**src/ssc_defines.svh**
```systemverilog
// constants of the software standby control block
`ifndef SSC_DEFINES_SVH
`define SSC_DEFINES_SVH
`define SSC_ADDR_CTRL      4'h0
`define SSC_ADDR_STATUS    4'h1
`define SSC_CTRL_RESET     8'h08
`define SSC_CTRL_WMASK     8'hF9
`define SSC_WAIT_LSB       4
`define SSC_HOLD_BIT       3
`define SSC_EXT_WAKE_BIT   0
`define SSC_WAIT_8192      32'd8192
`define SSC_WAIT_16384     32'd16384
`define SSC_WAIT_32768     32'd32768
`define SSC_WAIT_65536     32'd65536
`define SSC_WAIT_131072    32'd131072
`define SSC_WAIT_262144    32'd262144
`define SSC_WAIT_16        32'd16
`endif

```
**src/ssc_pkg.sv**
```systemverilog
// types of the software standby control block
package ssc_pkg;
    // one-hot sequencer states
    typedef enum logic [2:0] {
        SSC_RUN   = 3'b001,
        SSC_SLEEP = 3'b010,
        SSC_SETTLE = 3'b100
    } ssc_state_t;
endpackage

```
**src/ssc_standby_ctrl.sv**
```systemverilog
// software standby control: register, wake selection, settling counter, bus hold
//
// Summary of operation
// wait field resets to 000, 8192 states
// codes 001..101 give 16384..262144 states
// code 111 gives 16 states; 110 reserved
// hold bit governs address bus and strobes
// hold bit 0 floats bus during standby
// hold bit 1 (reset) keeps bus driven
// bits 2 and 1 ignore writes, read 0
// nmi and irq 0..2 always wake
// ext select 0: irq 3..7 cannot wake
// ext select 1: irq 3..7 also wake
// count selected states, then resume clocks
`timescale 1ns/10ps
`include "ssc_defines.svh"

module ssc_standby_ctrl
    import ssc_pkg::*;
#(
    parameter int ADDR_W = 4
) (
    input  wire logic              clk,
    input  wire logic              nrst,
    input  wire logic [ADDR_W-1:0] reg_addr,
    input  wire logic [7:0]        reg_wdata,
    input  wire logic              reg_wr,
    input  wire logic              reg_rd,
    output logic      [7:0]        reg_rdata,
    input  wire logic              sleep_req,
    input  wire logic              nmi_wake,
    input  wire logic [2:0]        ext_interrupt_inputs_0_to_2,
    input  wire logic [4:0]        ext_interrupt_inputs_3_to_7,
    output logic                   standby_active,
    output logic                   clocks_run,
    output logic                   resume_pulse,
    output logic                   addr_bus_oe,
    output logic                   chip_select_outputs_oe,
    output logic                   address_strobe_oe,
    output logic                   read_strobe_oe,
    output logic                   upper_write_strobe_oe,
    output logic                   lower_write_strobe_oe,
    output logic                   column_strobe_oe
);

    logic [7:0]  ctrl_q;        // standby control register
    logic [7:0]  rdata_q;       // registered read data
    ssc_state_t  state_q;       // sequencer state
    logic [18:0] cnt_q;         // settling counter
    logic        resume_q;      // one-cycle resume strobe
    logic        wake;          // a valid wake source is present
    logic        bus_float;     // drivers released
    logic [18:0] settle_len_q;  // helper: consecutive cycles spent settling

    // settling length in states for each wait code
    function automatic logic [18:0] wait_states(input logic [2:0] code);
        logic [31:0] n;
        n = `SSC_WAIT_8192;
        unique case (code)
            3'h1:    n = `SSC_WAIT_16384;
            3'h2:    n = `SSC_WAIT_32768;
            3'h3:    n = `SSC_WAIT_65536;
            3'h4:    n = `SSC_WAIT_131072;
            3'h5:    n = `SSC_WAIT_262144;
            3'h7:    n = `SSC_WAIT_16;
            // reserved 110 falls back to the longest wait, the safe side
            3'h6:    n = `SSC_WAIT_262144;
            default: n = `SSC_WAIT_8192;
        endcase
        return n[18:0];
    endfunction

    // register write; reserved bits masked so they stay zero
    always_ff @(posedge clk or negedge nrst) begin
        if (!nrst) begin
            ctrl_q <= `SSC_CTRL_RESET;
        end else if (reg_wr && reg_addr == `SSC_ADDR_CTRL) begin
            ctrl_q <= reg_wdata & `SSC_CTRL_WMASK;
        end
    end

    // read data stands one cycle after the read strobe, zero otherwise
    // zero outside the read cycle lets several readers share one or-ed bus
    always_ff @(posedge clk or negedge nrst) begin
        if (!nrst) begin
            rdata_q <= 8'h00;
        end else if (reg_rd) begin
            if (reg_addr == `SSC_ADDR_CTRL) begin
                rdata_q <= ctrl_q;
            end else if (reg_addr == `SSC_ADDR_STATUS) begin
                rdata_q <= {5'h00, state_q};
            end else begin
                rdata_q <= 8'h00;                        // unmapped reads zero
            end
        end else begin
            rdata_q <= 8'h00;
        end
    end
    assign reg_rdata = rdata_q;

    // wake qualification: low group always, high group only when selected
    // inputs arrive already qualified upstream; no edge detection here
    assign wake = nmi_wake || (|ext_interrupt_inputs_0_to_2)
                  || (ctrl_q[`SSC_EXT_WAKE_BIT]
                      && (|ext_interrupt_inputs_3_to_7));

    // sequencer: run, sleep, settle with oscillator running
    // reserved code cannot stall it: the decode maps it to the longest wait
    always_ff @(posedge clk or negedge nrst) begin
        if (!nrst) begin
            state_q <= SSC_RUN;
        end else begin
            unique case (state_q)
                SSC_RUN: begin
                    if (sleep_req) begin
                        state_q <= SSC_SLEEP;
                    end
                end
                SSC_SLEEP: begin
                    if (wake) begin
                        state_q <= SSC_SETTLE;
                    end
                end
                SSC_SETTLE: begin
                    if (cnt_q == 19'h00001) begin
                        state_q <= SSC_RUN;
                    end
                end
                default: state_q <= SSC_RUN;
            endcase
        end
    end

    // settling counter, loaded with the wait chosen at wake time
    // latched at the wake edge, so a later write cannot stretch or cut it
    always_ff @(posedge clk or negedge nrst) begin
        if (!nrst) begin
            cnt_q <= 19'h00000;
        end else if (state_q == SSC_SLEEP && wake) begin
            cnt_q <= wait_states(ctrl_q[`SSC_WAIT_LSB +: 3]);
        end else if (state_q == SSC_SETTLE && cnt_q != 19'h00000) begin
            cnt_q <= cnt_q - 19'h00001;
        end
    end

    // resume strobe in the first run cycle, registered from the last settling state
    always_ff @(posedge clk or negedge nrst) begin
        if (!nrst) begin
            resume_q <= 1'b0;
        end else begin
            resume_q <= (state_q == SSC_SETTLE) && (cnt_q == 19'h00001);
        end
    end

    assign standby_active = (state_q != SSC_RUN);
    assign clocks_run     = (state_q == SSC_RUN);
    assign resume_pulse   = resume_q;

    // helper for the settle checks: counts consecutive settle cycles, so the
    // length is asserted on a number instead of a long repetition
    always_ff @(posedge clk or negedge nrst) begin
        if (!nrst) begin
            settle_len_q <= 19'h00000;
        end else if (state_q == SSC_SETTLE) begin
            settle_len_q <= settle_len_q + 19'h00001;   // longest wait fits, no wrap
        end else begin
            settle_len_q <= 19'h00000;                  // cleared outside settle
        end
    end

    // bus drivers released only in standby with hold bit clear
    // trade-off: all seven groups share one enable and cannot float apart
    assign bus_float = standby_active && !ctrl_q[`SSC_HOLD_BIT];
    assign addr_bus_oe            = !bus_float;
    assign chip_select_outputs_oe = !bus_float;
    assign address_strobe_oe      = !bus_float;
    assign read_strobe_oe         = !bus_float;
    assign upper_write_strobe_oe  = !bus_float;
    assign lower_write_strobe_oe  = !bus_float;
    assign column_strobe_oe       = !bus_float;
endmodule

```
**config.mk**
```make
export PLATFORM = sky130hd
export DESIGN_NAME = ssc_standby_ctrl
export DESIGN_NICKNAME = d
export VERILOG_FILES = /design/src/ssc_pkg.sv /design/src/ssc_standby_ctrl.sv
export VERILOG_INCLUDE_DIRS = /design/src /design/src/src
export SDC_FILE = /design/constraint.sdc
export NUM_CORES = 1
export LEC_CHECK = 0
export ABC_CLOCK_PERIOD_IN_PS = 2700
export BUFFER_PORTS_ARGS = -buffer_cell sky130_fd_sc_hd__buf_2
export CAP_MARGIN = 20
export CORE_MARGIN = 2
export CORE_UTILIZATION = 40
export DETAILED_ROUTE_END_ITERATION = 6
export GPL_TIMING_DRIVEN = 0
export HOLD_SLACK_MARGIN = 0.08
export PLACE_DENSITY = 0.61
export SLEW_MARGIN = 20
export SYNTH_ARGS = -nofsm -noshare
export SYNTH_HDL_FRONTEND = slang
export SYNTH_SLANG_ARGS = --single-unit
```
**constraint.sdc**
```tcl
create_clock -name clk -period 2.7 [get_ports clk]
set_input_delay 0.135 -clock clk [delete_from_list [all_inputs] [get_ports clk]]
set_output_delay 0.135 -clock clk [all_outputs]
set_load 0.01 [all_outputs]
```
# ---- Word-level counts from Yosys, hierarchy flattened
# Cells that the tools add are included.
dict set report totals {
  ram_bits 0
  romBits 0
  reg_bits 37
  word_cells 49
  inputBits 26
  memories 0
  latchBits 0
  out_inout_bits 18
}
dict set report classes {
  order_cmp 0
  reduce_logical 17
  div_mod_pow 0
  bitwise 0
  mul 0
  shift 0
  eq_ne 16
  add_sub_neg 1
  muxes 10
}
# operator n
set ops {}
lappend ops {{case mux 19 bit (6 select lines)} 1}
lappend ops {{2-to-1 mux 19 bit} 2}
lappend ops {{equality test 19 x 1 -> 1 bit, second input constant} 1}
lappend ops {{nonzero test 19 bit} 1}
lappend ops {{subtractor 19 x 1 -> 19 bit, second input constant} 1}
lappend ops {{2-to-1 mux 8 bit} 2}
lappend ops {{equality test 3 bit, second input constant} 5}
lappend ops {{2-to-1 mux 3 bit} 4}
lappend ops {{equality test 3 x 2 -> 1 bit, second input constant} 3}
lappend ops {{case mux 3 bit (3 select lines)} 1}
lappend ops {{equality test 3 x 1 -> 1 bit, second input constant} 2}
lappend ops {{logical AND 1 bit} 6}
lappend ops {{inequality test 2 bit, second input constant} 3}
lappend ops {{OR reduction 5 bit} 1}
lappend ops {{equality test 4 x 1 -> 1 bit, second input constant} 1}
lappend ops {{logical NOT 4 bit} 1}
lappend ops {{inequality test 3 x 1 -> 1 bit, second input constant} 1}
lappend ops {{AND reduction 3 bit} 1}
lappend ops {{OR reduction 3 bit} 1}
lappend ops {{logical NOT 1 bit} 2}
lappend ops {{logical OR 1 bit} 2}
lappend ops {{nonzero test 2 bit} 1}
lappend ops {{OR reduction 2 bit} 1}

# ---- Logic depth before layout (Yosys ltp)
# Gate-level depths: netlist (run 1).
dict set report depth {
  depth_word 5
  ltp_mapped 8
  mapped_depth_nobuf 7
}

# ---- Worst setup path after synthesis (run 1)
# Ideal clock, no wire load.
dict set report synth_timing {
  path_type {reg-to-reg}
  startpoint {register cnt_q[0]}
  endpoint {register cnt_q[15]}
  setup_ns 0.124
  stages_incl_launch_ff 8
  period_less_slack_ns 1.964
  path_buffers 0
  required_ns 2.576
  slack_ns 0.736
  arrival_ns 1.840
  path_cell_list {dfrtp_1 inv_1 ha_1 nor3b_1 and3_1 a21oi_1 mux2_2 a211o_1}
}
dict set report synth_between {
  elab_chain_len 3
  word_cells_on_any_way 6
  cone_classes {1 x add/sub; 2 x mux; 3 x reduce/logical}
}
# element line
set synth_rtl {}
lappend synth_rtl {{from (decl)} ssc_standby_ctrl.sv:49} ;# logic [18:0] cnt_q;
lappend synth_rtl {{from (signal assigned)} ssc_standby_ctrl.sv:140} ;# cnt_q <= wait_states(ctrl_q[`SSC_WAIT_LSB +: 3]);
lappend synth_rtl {{from (signal assigned)} ssc_standby_ctrl.sv:142} ;# cnt_q <= cnt_q - 19'h00001;
lappend synth_rtl {{subtractor 19 x 1 -> 19 bit / nonzero test 19 bit (equally long branches)} {ssc_standby_ctrl.sv:142, ssc_standby_ctrl.sv:141}}
lappend synth_rtl {{2-to-1 mux 19 bit / logical AND 1 bit (equally long branches)} ssc_standby_ctrl.sv:141} ;# end else if (state_q == SSC_SETTLE && cnt_q != 19'h00000) begin
lappend synth_rtl {{2-to-1 mux 19 bit / nonzero test 2 bit (equally long branches)} -}
# Parallel ways exist; a longest one is shown, timed or not. The select of a mux whose other input is x is not followed.
# A chain may end at the register's enable or synchronous reset.

# ---- Final worst setup path (run 1)
dict set report layout_timing {
  startpoint {register cnt_q[0]}
  endpoint {register cnt_q[11]}
}
# Same word-level chain as after synthesis.

==> impl_metrics.json, run 1 <==
{
  "synth_top_area_cell": "dfrtp_1",
  "syn2layout_area_growth_pct": 23.8,
  "wl_per_cell_um": 13.3,
  "met1Wirelength_um": 1910,
  "drive_above_1_share_pct": 31.3,
  "maxCapViolCount": 0,
  "syn_area_um2": 1890,
  "clock_path_buffers": 2,
  "track_usage_pct": 16.0,
  "fin_tns_setup_ns": 0,
  "tightestPinTransition_ns": 0.812,
  "grt_pass1_vias": 1375,
  "antenna_found_initial": 0,
  "critPathKind": "reg -> reg",
  "multi_input_area_um2": 870,
  "cts-root-buf": "clkbuf_8",
  "startpoint": "cnt_q[0]$_DFFE_PN0P_",
  "wl_met2_um": 1840,
  "outcome": "finished, final reports clean",
  "slew_headroom_pct": 45.8,
  "min_from": "ext_interrupt_inputs_0_to_2[2]",
  "reg2reg_depth": 8,
  "dr_wl_met3_um": 122,
  "vias_per_cell": 5.33,
  "insertion_delay_ns": 0.29,
  "fillCellCount": 438,
  "grt_pass1_wl_um": 6470,
  "dp_hpwl_um": 2790,
  "powerDensity_nw_per_um2": 1000,
  "seqCellArea_um2": 928,
  "place_congestion": 0.756,
  "finalNetCount": 267,
  "numCtsBuffers": 5,
  "grt_max_degree": 38,
  "setup_violations": 0,
  "synth_flop_cell": "dfrtp_1",
  "dieHeight_um": 72.8,
  "cp.arrival_ns": 2.44,
  "synth.area.top_cells": "dfrtp_1 (46%), mux2_2 (4.2%), buf_4 (3.2%)",
  "synth_area_per_cell_um2": 10.3,
  "synth_top_area_share_pct": 46.3,
  "dieArea_um2": 5290,
  "ys_warn_count": 0,
  "postSynth.asyncResetShare_pct": 100,
  "port_buffers": 41,
  "synth_cell_types": 48,
  "std_cell_rows": 25,
  "dr_total_vias": 1566,
  "htreeDepth": 2,
  "cts_sinks": 37,
  "regToRegStartpoint": "cnt_q[0]$_DFFE_PN0P_",
  "ys_seq_area_share_pct": 49.1,
  "period_minus_slack_ns": 2.25,
  "finalHoldViolCount": 0,
  "hold_class": "in -> reg",
  "remaining_drc_errors": 0,
  "period_share_pct": 83.4,
  "cts_resized": 0,
  "crit_fanout": 10,
  "clock_skew_ns": 0.00630,
  "cts_tree": "yes",
  "top_layer": "met4",
  "ant_nets": 0,
  "antennaDiodeCount": 0,
  "cts.clk_slew.worst_paths_ns": 0.07,
  "die_x_um": 72.8,
  "ctsHoldBuffers": 7,
  "crit_path_start_kind": "flip-flop",
  "postCtsSetupBuffers": 0,
  "p_total_uw": 2340,
  "max_freq_mhz": 444,
  "cellLeakagePower_uw": 0.00112,
  "rsz0062_at_grt": "false",
  "drt_first_pass_iters": 4,
  "critPathRequiredTime_ns": 2.89,
  "ys_seq_elements": 37,
  "synthCells": 184,
  "initial_utilization_pct": 40.8,
  "wl_um": 3920,
  "hold_path_depth": 4,
  "setup.worst_path.end_class": "flip-flop",
  "grt_overflow_total": 0,
  "final_max_slew_viol_count": 0,
  "drt-initial-drc-count": 86,
  "synth_edf_count": 0,
  "synthesis.nets": 212,
  "io_pins": 44,
  "peakVddDrop_v": 0.000552,
  "core_area_um2": 4630
}
power by group:
group	switching, uW	internal, uW
Combinational	516	461
Sequential	184	710
Clock	197	274
state kept, by name, summed over array words and instances, names as in the netlist:
register,count
cnt_q,19
ctrl_q,6
reg_rdata,8
resume_pulse,1
state_q,3
routing by layer:
metal	vias to the layer above	track usage [%]
met5	-	0
met4	0	6.79
met3	4	3.31
met2	28	23.9
met1	746	22.4
li1	788	-
cell type report:
class | instances | share of cell area [%]
plain buffers | 12 | 3.31
clock buffers | 6 | 3.10
clock inverters | 2 | 1.50
inverters | 4 | 0.641
multi-input cells | 131 | 37.1
flip-flops and latches | 37 | 39.7
well taps | 54 | 2.89
repair buffers | 48 | 11.8
cell usage in the layout (no fill, tap or decap), types with 4 or more instances in the layout:
master	Yosys	layout
nor3b_1	5	5
clkbuf_8	0	5
nand3_1	9	9
dlygate4sd3_1	0	7
nor3_1	9	9
a21oi_1	7	7
buf_4	8	8
nor4_1	5	5
buf_2	2	43
dfrtp_1	35	35
inv_1	4	4
o21ai_0	4	4
a31oi_1	4	4
nor2_1	12	12
nand2_1	12	12
mux2_2	7	7
and2_1	7	7
final timing paths:
check,endpoint,slack [ns]
max,cnt_q[11]$_DFFE_PN0P_,0.45
min,state_q[1]$_DFFE_PN0P_,0.13
max reg2reg,cnt_q[11]$_DFFE_PN0P_,0.45
min reg2reg,reg_rdata[7]$_DFF_PN0_,0.49
max in group asynchronous,cnt_q[11]$_DFFE_PN0P_,1.70
min in group asynchronous,reg_rdata[3]$_DFF_PN0_,0.47
logic make-up (layout without fill, tap and decap cells):
family	Yosys count	in the layout	share of synthesized area [%]
AOI/OAI and AO/OA	32	32	11.6
muxes	10	10	5.76
DFF	37	37	49.1
and+or+nand+nor	84	84	25.9
xor gates and xnor gates	3	3	1.39
adders and majority gates	2	2	1.32
buffers and inverters	16	72	4.90
metrics by stage:
| step | hold slack [ns] | cell area (um^2) | std cells | setup WS (ns) | util (%) |
|---|---|---|---|---|---|
| 5_1_grt | 0.149 | 2340 | 294 | 0.180 | 50.6 |
| 3_5_place_dp | 0.274 | 2160 | 279 | 0.439 | 46.7 |
| 4_1_cts | 0.120 | 2340 | 294 | 0.455 | 50.6 |
| 6_report | 0.130 | 2340 | 294 | 0.448 | 50.6 |
| 2_1_floorplan | -0.161 | 1890 | 184 | 0.736 | - |
| 3_3_place_gp | 0.274 | 2160 | 279 | 0.475 | 46.7 |
critical path, cell delays in order, from the launching register on:
cell and delay, ns:
dfrtp_1 0.43, inv_1 0.09, ha_1 0.19, nor3b_1 0.42
and3_1 0.25, a21o_1 0.29, buf_2 0.28, o211ai_1 0.12
o31ai_1 0.08
Yosys cell counts, types with 2 or more instances:
library cell / count
o31ai_1: 2
o41ai_1: 2
nand2b_1: 2
or2_2: 2
buf_4: 8
nand2_1: 12
and3_1: 2
dfrtp_1: 35
nand4_1: 3
nor3_1: 9
and2_1: 7
xor2_1: 2
a21oi_1: 7
or4_1: 2
nand3_1: 9
a31oi_1: 4
buf_1: 2
nor2_1: 12
o211ai_1: 3
or3_1: 3
nor3b_1: 5
o21ai_0: 4
mux2i_1: 3
nand3b_1: 3
nor4_1: 5
buf_2: 2
inv_1: 4
mux2_2: 7
dfstp_2: 2
ha_1: 2
a211o_1: 2
(Power assumes the default switching activity.)
==> run 2: changes to the inputs <==
- ABC_AREA: unset -> 1
- ABC_CLOCK_PERIOD_IN_PS: 2700 -> 1900
- PLACE_DENSITY: 0.61 -> 0.62
- clock period: 2.7 -> 1.9 ns (I/O delays scaled with it)
==> run 2 against run 1 <==
Worst hold slack got worse by 0.035 ns; synthesized cell count increased by 60%; cell count increased by 46%; clock power increased by 54%; clock skew decreased by 0.00060 ns; cell area increased by 18%; combinational power increased by 130%; critical path depth decreased by 2; core utilization increased by 0.50 points; via count increased by 31%; largest power group unchanged.
==> impl_metrics.json, run 2 <==
{
  "place_congestion": 0.834,
  "drt-initial-drc-count": 138,
  "pwr-share-comb_pct": 53.4,
  "wl_per_cell_um": 12.3,
  "layout_commonest_cell": "nand2_1",
  "remaining_drc_errors": 0,
  "outcome": "finished, final reports clean",
  "worst-r2r-setup-slack_ns": 0.16,
  "cts_tree": "yes",
  "fillCellCount": 566,
  "period_share_pct": 92.7,
  "synth.area.top_cells": "dfrtp_1 (40%), nand2_1 (12%), nor2_1 (8.8%)",
  "startpoint": "state_q[0]$_DFFE_PN1P_",
  "setup_violations": 0,
  "drt_first_pass_iters": 4,
  "clock_path_buffers": 2,
  "seq_power_share_pct": 29.3,
  "dieHeight_um": 78.3,
  "regToRegStartpoint": "cnt_q[0]$_DFFE_PN0P_",
  "vias_per_cell": 4.80,
  "crit_path_max_incr_delay_ns": 0.55,
  "ys_seq_elements": 37,
  "mostFrequentLayoutCells": "nand2_1 (73), nor2_1 (52), buf_2 (43), dfrtp_1 (35), nand3_1 (25)",
  "antenna_found_initial": 0,
  "initial_utilization_pct": 40.9,
  "cts.clk_slew.worst_paths_ns": 0.08,
  "setup.worst_path.end_class": "output port",
  "ys_warn_count": 0,
  "synth_most_common_cell": "nand2_1",
  "hold_path_depth": 4,
  "postSynth.asyncResetShare_pct": 100,
  "final_max_slew_viol_count": 0,
  "die_x_um": 78.3,
  "synth_top_area_share_pct": 39.6,
  "peakVddDrop_v": 0.000534,
  "largest_reg_flops": 19,
  "p_switching_uw": 1890,
  "dp_hpwl_um": 3750,
  "crit_fanout": 7,
  "critPathKind": "reg -> out",
  "cts_sinks": 37,
  "ys_seq_area_share_pct": 42.0,
  "min_from": "reg_wr",
  "synth_top_area_cell": "dfrtp_1",
  "critPathRequiredTime_ns": 1.80,
  "wl_um": 5270,
  "worstReg2RegEnd": "cnt_q[12]$_DFFE_PN0P_",
  "slew_headroom_pct": 41.7,
  "std_cell_rows": 27,
  "synth_area_per_cell_um2": 7.49,
  "place_ws_ns": -0.0551,
  "cp_top_family": "flip-flops",
  "synthCells": 295,
  "synth_edf_count": 0,
  "clock_skew_ns": 0.00570,
  "internal-power_uw": 2300,
  "pwr-share-clk_pct": 17.3,
  "finalNetCount": 383,
  "hold_class": "in -> reg",
  "crit_chain": "inv_1 > nor3_2 > inv_1 > nand2_1 > buf_4 > buf_2",
  "grt_pass1_vias": 2094,
  "numCtsBuffers": 5,
  "syn2layout_area_growth_pct": 24.9,
  "syn_area_um2": 2210,
  "io_pins": 44,
  "fin_hold_ws_ns": 0.0957,
  "period_minus_slack_ns": 1.76,
  "core_area_um2": 5410,
  "synthesis.nets": 323,
  "p_total_uw": 4190,
  "dieArea_um2": 6130,
  "cpMostUsedCell": "inv_1",
  "synth_cell_types": 29,
  "cp.arrival_ns": 1.67,
  "reg2reg_depth": 12,
  "antennaDiodeCount": 0,
  "insertion_delay_ns": 0.29,
  "maxCapViolCount": 0,
  "grt_overflow_total": 0,
  "fin_ws_ns": 0.138,
  "dr_total_vias": 2053,
  "ant_nets": 0,
  "cts-root-buf": "clkbuf_8",
  "cellLeakagePower_uw": 0.00146,
  "track_usage_pct": 19.0,
  "htreeDepth": 2,
  "finalHoldViolCount": 0,
  "crit_path_top_delay_cell": "dfstp_2",
  "tightestPinTransition_ns": 0.875,
  "drive_above_1_share_pct": 28.4,
  "synth_flop_cell": "dfrtp_1",
  "top_register": "cnt_q",
  "max_freq_mhz": 568,
  "synth_commonest_cells": "nand2_1 (73), nor2_1 (52), dfrtp_1 (35)",
  "crit_path_start_kind": "flip-flop",
  "powerDensity_nw_per_um2": 1520,
  "hold_path_end": "ctrl_q[3]$_DFFE_PN1P_",
  "grt_pass1_wl_um": 9240,
  "port_buffers": 41,
  "crit_buf_inv": 4,
  "sw_frac_of_total_pct": 45.0,
  "grt_max_degree": 38
}
-- run 2: logic make-up after synthesis --
logic type | synth area share [%]
AOI/OAI and AO/OA | 5.89
xor gates and xnor gates | 3.96
adders and majority gates | 1.13
buffers and inverters | 9.29
DFF | 42.0
and+or+nand+nor | 37.7
-- run 2: worst max path at each step --
| stage | endpoint | slack, ns | cells after the start |
|---|---|---|---|
| final | read_strobe_oe | 0.14 | 6 |
| after global routing | cnt_q[10]$_DFFE_PN0P_ | -0.01 | 12 |
| after CTS | read_strobe_oe | 0.02 | 6 |
| after detailed placement | cnt_q[12]$_DFFE_PN0P_ | -0.06 | 12 |
| after global placement | cnt_q[11]$_DFFE_PN0P_ | -0.007 | 12 |
| after floorplan | cnt_q[5]$_DFFE_PN0P_ | 0.21 | 12 |
-- run 2: layout make-up --
| class | count | area, um^2 | share of cell area (%) |
|---|---|---|---|
| multi-input combinational | 214 | 1090 | 39.6 |
| sequential | 37 | 928 | 33.6 |
| timing repair buffer | 53 | 320 | 11.6 |
| inverter | 33 | 126 | 4.58 |
| tap | 72 | 90.1 | 3.26 |
| clock buffer | 6 | 82.6 | 2.99 |
| buffer | 11 | 81.3 | 2.95 |
| clock inverter | 2 | 37.5 | 1.36 |
-- run 2: repair_timing --
item / 4_1_cts / 5_1_grt
setup buffers: 0 / 2
setup endpoints to repair: 17 / 24
hold endpoints to repair: 44 / 0
hold buffers: 10 / 0
pin swaps: 0 / 0
gates resized for setup: 2 / 4
-- run 2: power groups by stage --
stage	registers [uW]	clock network, uW	logic, uW
detailed placement	1230	0	2130
CTS	1220	737	2170
finish	1230	725	2240
global route	1260	773	2540
floorplan	1190	0	1680
global placement	1230	0	2090
-- run 2: metrics by stage --
stage | instances | setup TNS, ns | util [%] | instance area (um^2)
floorplan | 295 | 0 | - | 2210
global placement | 408 | -0.0166 | 46.3 | 2500
detailed placement | 408 | -0.362 | 46.3 | 2500
CTS | 426 | 0 | 50.5 | 2730
global route | 428 | -0.0134 | 51.1 | 2760
finish | 428 | 0 | 51.1 | 2760
-- run 2: metal layers --
metal / track usage [%] / wire length [um] / up-vias
met1: 23.2 / 2380 / 950
met4: 5.44 / 65 / 0
li1: - / - / 1047
met2: 34.2 / 2590 / 47
met3: 3.45 / 227 / 9
met5: 0 / 0 / -
-- run 2: worst min-delay path: cells and delay by family --
kind / cells / cell delay, ns
and+or+nand+nor: 2 / 0.15
AOI/OAI and AO/OA: 1 / 0.05
buffers and inverters: 1 / 0.09
==> run 3: changes to the inputs <==
- CORE_UTILIZATION: 40 -> 50
- PLACE_DENSITY: 0.62 -> 0.75
==> run 3 against run 2 <==
Sequential share of layout area grew 1.0 points; sequential cell count unchanged; non-clock buffer count down 2; worst hold slack about the same; largest power group unchanged; global-route usage is 3.2 points higher; highest routed layer unchanged; critical endpoint is now cnt_q[12]$_DFFE_PN0P_.
==> impl_metrics.json, run 3 (same netlist as run 2, synthesis figures left out) <==
{
  "outcome": "finished, final reports clean",
  "period_share_pct": 92.0,
  "drt_first_pass_iters": 4,
  "initial_utilization_pct": 51.5,
  "regToRegStartpoint": "cnt_q[0]$_DFFE_PN0P_",
  "vias_per_cell": 5.11,
  "powerDensity_nw_per_um2": 1470,
  "clock_skew_ns": 0.00565,
  "setup.worst_path.end_class": "flip-flop",
  "core_area_um2": 4290,
  "grt_max_degree": 38,
  "cts.clk_slew.worst_paths_ns": 0.07,
  "layout_commonest_cell": "nand2_1",
  "max_freq_mhz": 572,
  "multi_input_area_um2": 1090,
  "crit_path_start_kind": "flip-flop",
  "fin_hold_ws_ns": 0.0955,
  "cellLeakagePower_uw": 0.00144,
  "critPathKind": "reg -> reg",
  "syn2layout_area_growth_pct": 21.3,
  "setup_violations": 0,
  "dieHeight_um": 70.5,
  "fin_ws_ns": 0.152,
  "die_x_um": 70.5,
  "cts_tree": "yes",
  "clock_path_buffers": 2,
  "largest_reg_flops": 19,
  "drive_above_1_share_pct": 27.4,
  "numCtsBuffers": 5,
  "cts-root-buf": "clkbuf_8",
  "antennaDiodeCount": 0,
  "fillCellCount": 385,
  "peakVddDrop_v": 0.000679,
  "drt-initial-drc-count": 119,
  "htreeDepth": 2,
  "wl_um": 5010,
  "reg2reg_depth": 12,
  "rsz0062_at_grt": "false",
  "place_congestion": 0.937,
  "cp.arrival_ns": 1.93,
  "final_max_slew_viol_count": 0,
  "fin_tns_setup_ns": 0,
  "track_usage_pct": 22.2,
  "min_from": "reg_addr[0]",
  "grt_pass1_wl_um": 8650,
  "ant_nets": 0,
  "place_ws_ns": -0.0166,
  "port_buffers": 41,
  "remaining_drc_errors": 0,
  "std_cell_rows": 24,
  "period_minus_slack_ns": 1.75,
  "critPathRequiredTime_ns": 2.08,
  "finalHoldViolCount": 0,
  "tightestPinTransition_ns": 0.822,
  "insertion_delay_ns": 0.29,
  "hold_class": "in -> reg",
  "crit_fanout": 10,
  "finalNetCount": 381,
  "top_register": "cnt_q",
  "dp_hpwl_um": 3570,
  "mostFrequentLayoutCells": "nand2_1 (73), nor2_1 (52), buf_2 (43), dfrtp_1 (35)",
  "cts_sinks": 37,
  "io_pins": 44,
  "maxCapViolCount": 0,
  "worst-r2r-setup-slack_ns": 0.15,
  "dr_total_vias": 2074,
  "slew_headroom_pct": 45.2,
  "wl_per_cell_um": 12.3,
  "grt_overflow_total": 0,
  "antenna_found_initial": 0,
  "seqCellArea_um2": 928,
  "worstReg2RegEnd": "cnt_q[12]$_DFFE_PN0P_",
  "grt_pass1_vias": 1972,
  "hold_path_end": "reg_rdata[1]$_DFF_PN0_",
  "hold_path_depth": 3,
  "dieArea_um2": 4970
}
==> run 3: changes by cell type in the layout (fill, tap and decap cells not counted) <==
cell        change
bufinv_16       -1
buf_4           -2
inv_4           -1
clkbuf_1        +1
clkinv_2        +2
clkinvlp_4      -1
clkbuf_8        -1
inv_1           +1
==> run 3: repair_timing <==
action | 4_1_cts | 5_1_grt
setup endpoints to repair | 11 | 25
buffers inserted | 0 | 0
hold buffers | 10 | 0
gates resized for setup | 1 | 3
hold endpoints to repair | 45 | 0
==> run 3: how the worst max path moves through the flow <==
stage	startpoint	end	slack (ns)	cells after the start
after floorplan	cnt_q[0]$_DFFE_PN0P_	cnt_q[5]$_DFFE_PN0P_	0.21	12
after global placement	cnt_q[0]$_DFFE_PN0P_	cnt_q[9]$_DFFE_PN0P_	0.02	12
after detailed placement	cnt_q[0]$_DFFE_PN0P_	cnt_q[11]$_DFFE_PN0P_	-0.02	12
after CTS	cnt_q[0]$_DFFE_PN0P_	cnt_q[17]$_DFFE_PN0P_	0.02	12
after global routing	state_q[0]$_DFFE_PN1P_	column_strobe_oe	0.02	6
final	cnt_q[0]$_DFFE_PN0P_	cnt_q[12]$_DFFE_PN0P_	0.15	12
==> run 3: routing by layer <==
metal | share of wire, % | vias to the layer above | GRT usage, %
met5 | 0 | - | 0
li1 | - | 1041 | -
met2 | 50 | 51 | 37.9
met3 | 5.4 | 4 | 4.62
met1 | 43 | 978 | 27.8
met4 | 1.3 | 0 | 7.69
==> run 3: layout make-up <==
cell class,instances,area share (%)
Buffer,11,3.03
Multi-Input combinational cell,214,40.8
Tap cell,52,2.43
Clock inverter,2,0.373
Sequential cell,37,34.6
Clock buffer,6,2.71
Inverter,33,4.62
Timing Repair Buffer,51,11.4
==> run 3: power by group <==
| group | internal (uW) | switching (uW) | total (uW) |
|---|---|---|---|
| logic | 832 | 1350 | 2180 |
| clock network | 254 | 276 | 530 |
| registers | 1020 | 214 | 1230 |
==> run 3: per-stage QoR <==
| step | cell area [um^2] | power [uW] | util (%) | instances |
|---|---|---|---|---|
| 3_3_place_gp | 2480 | 3290 | 57.8 | 388 |
| 6_report | 2680 | 3940 | 62.4 | 406 |
| 4_1_cts | 2670 | 3910 | 62.1 | 406 |
| 3_5_place_dp | 2480 | 3350 | 57.8 | 388 |
| 5_1_grt | 2680 | 4300 | 62.4 | 406 |
| 2_1_floorplan | 2210 | 2860 | - | 295 |
==> run 3: critical path: stages (launching register included) <==
cell	delay (ns)
dfrtp_1	0.41
inv_2	0.14
ha_4	0.19
inv_2	0.05
nor2_4	0.12
nand2_2	0.07
nor2_2	0.13
nand2_1	0.07
nand2_2	0.11
nand2_4	0.08
buf_6	0.15
nand2_1	0.07
nand2_1	0.04
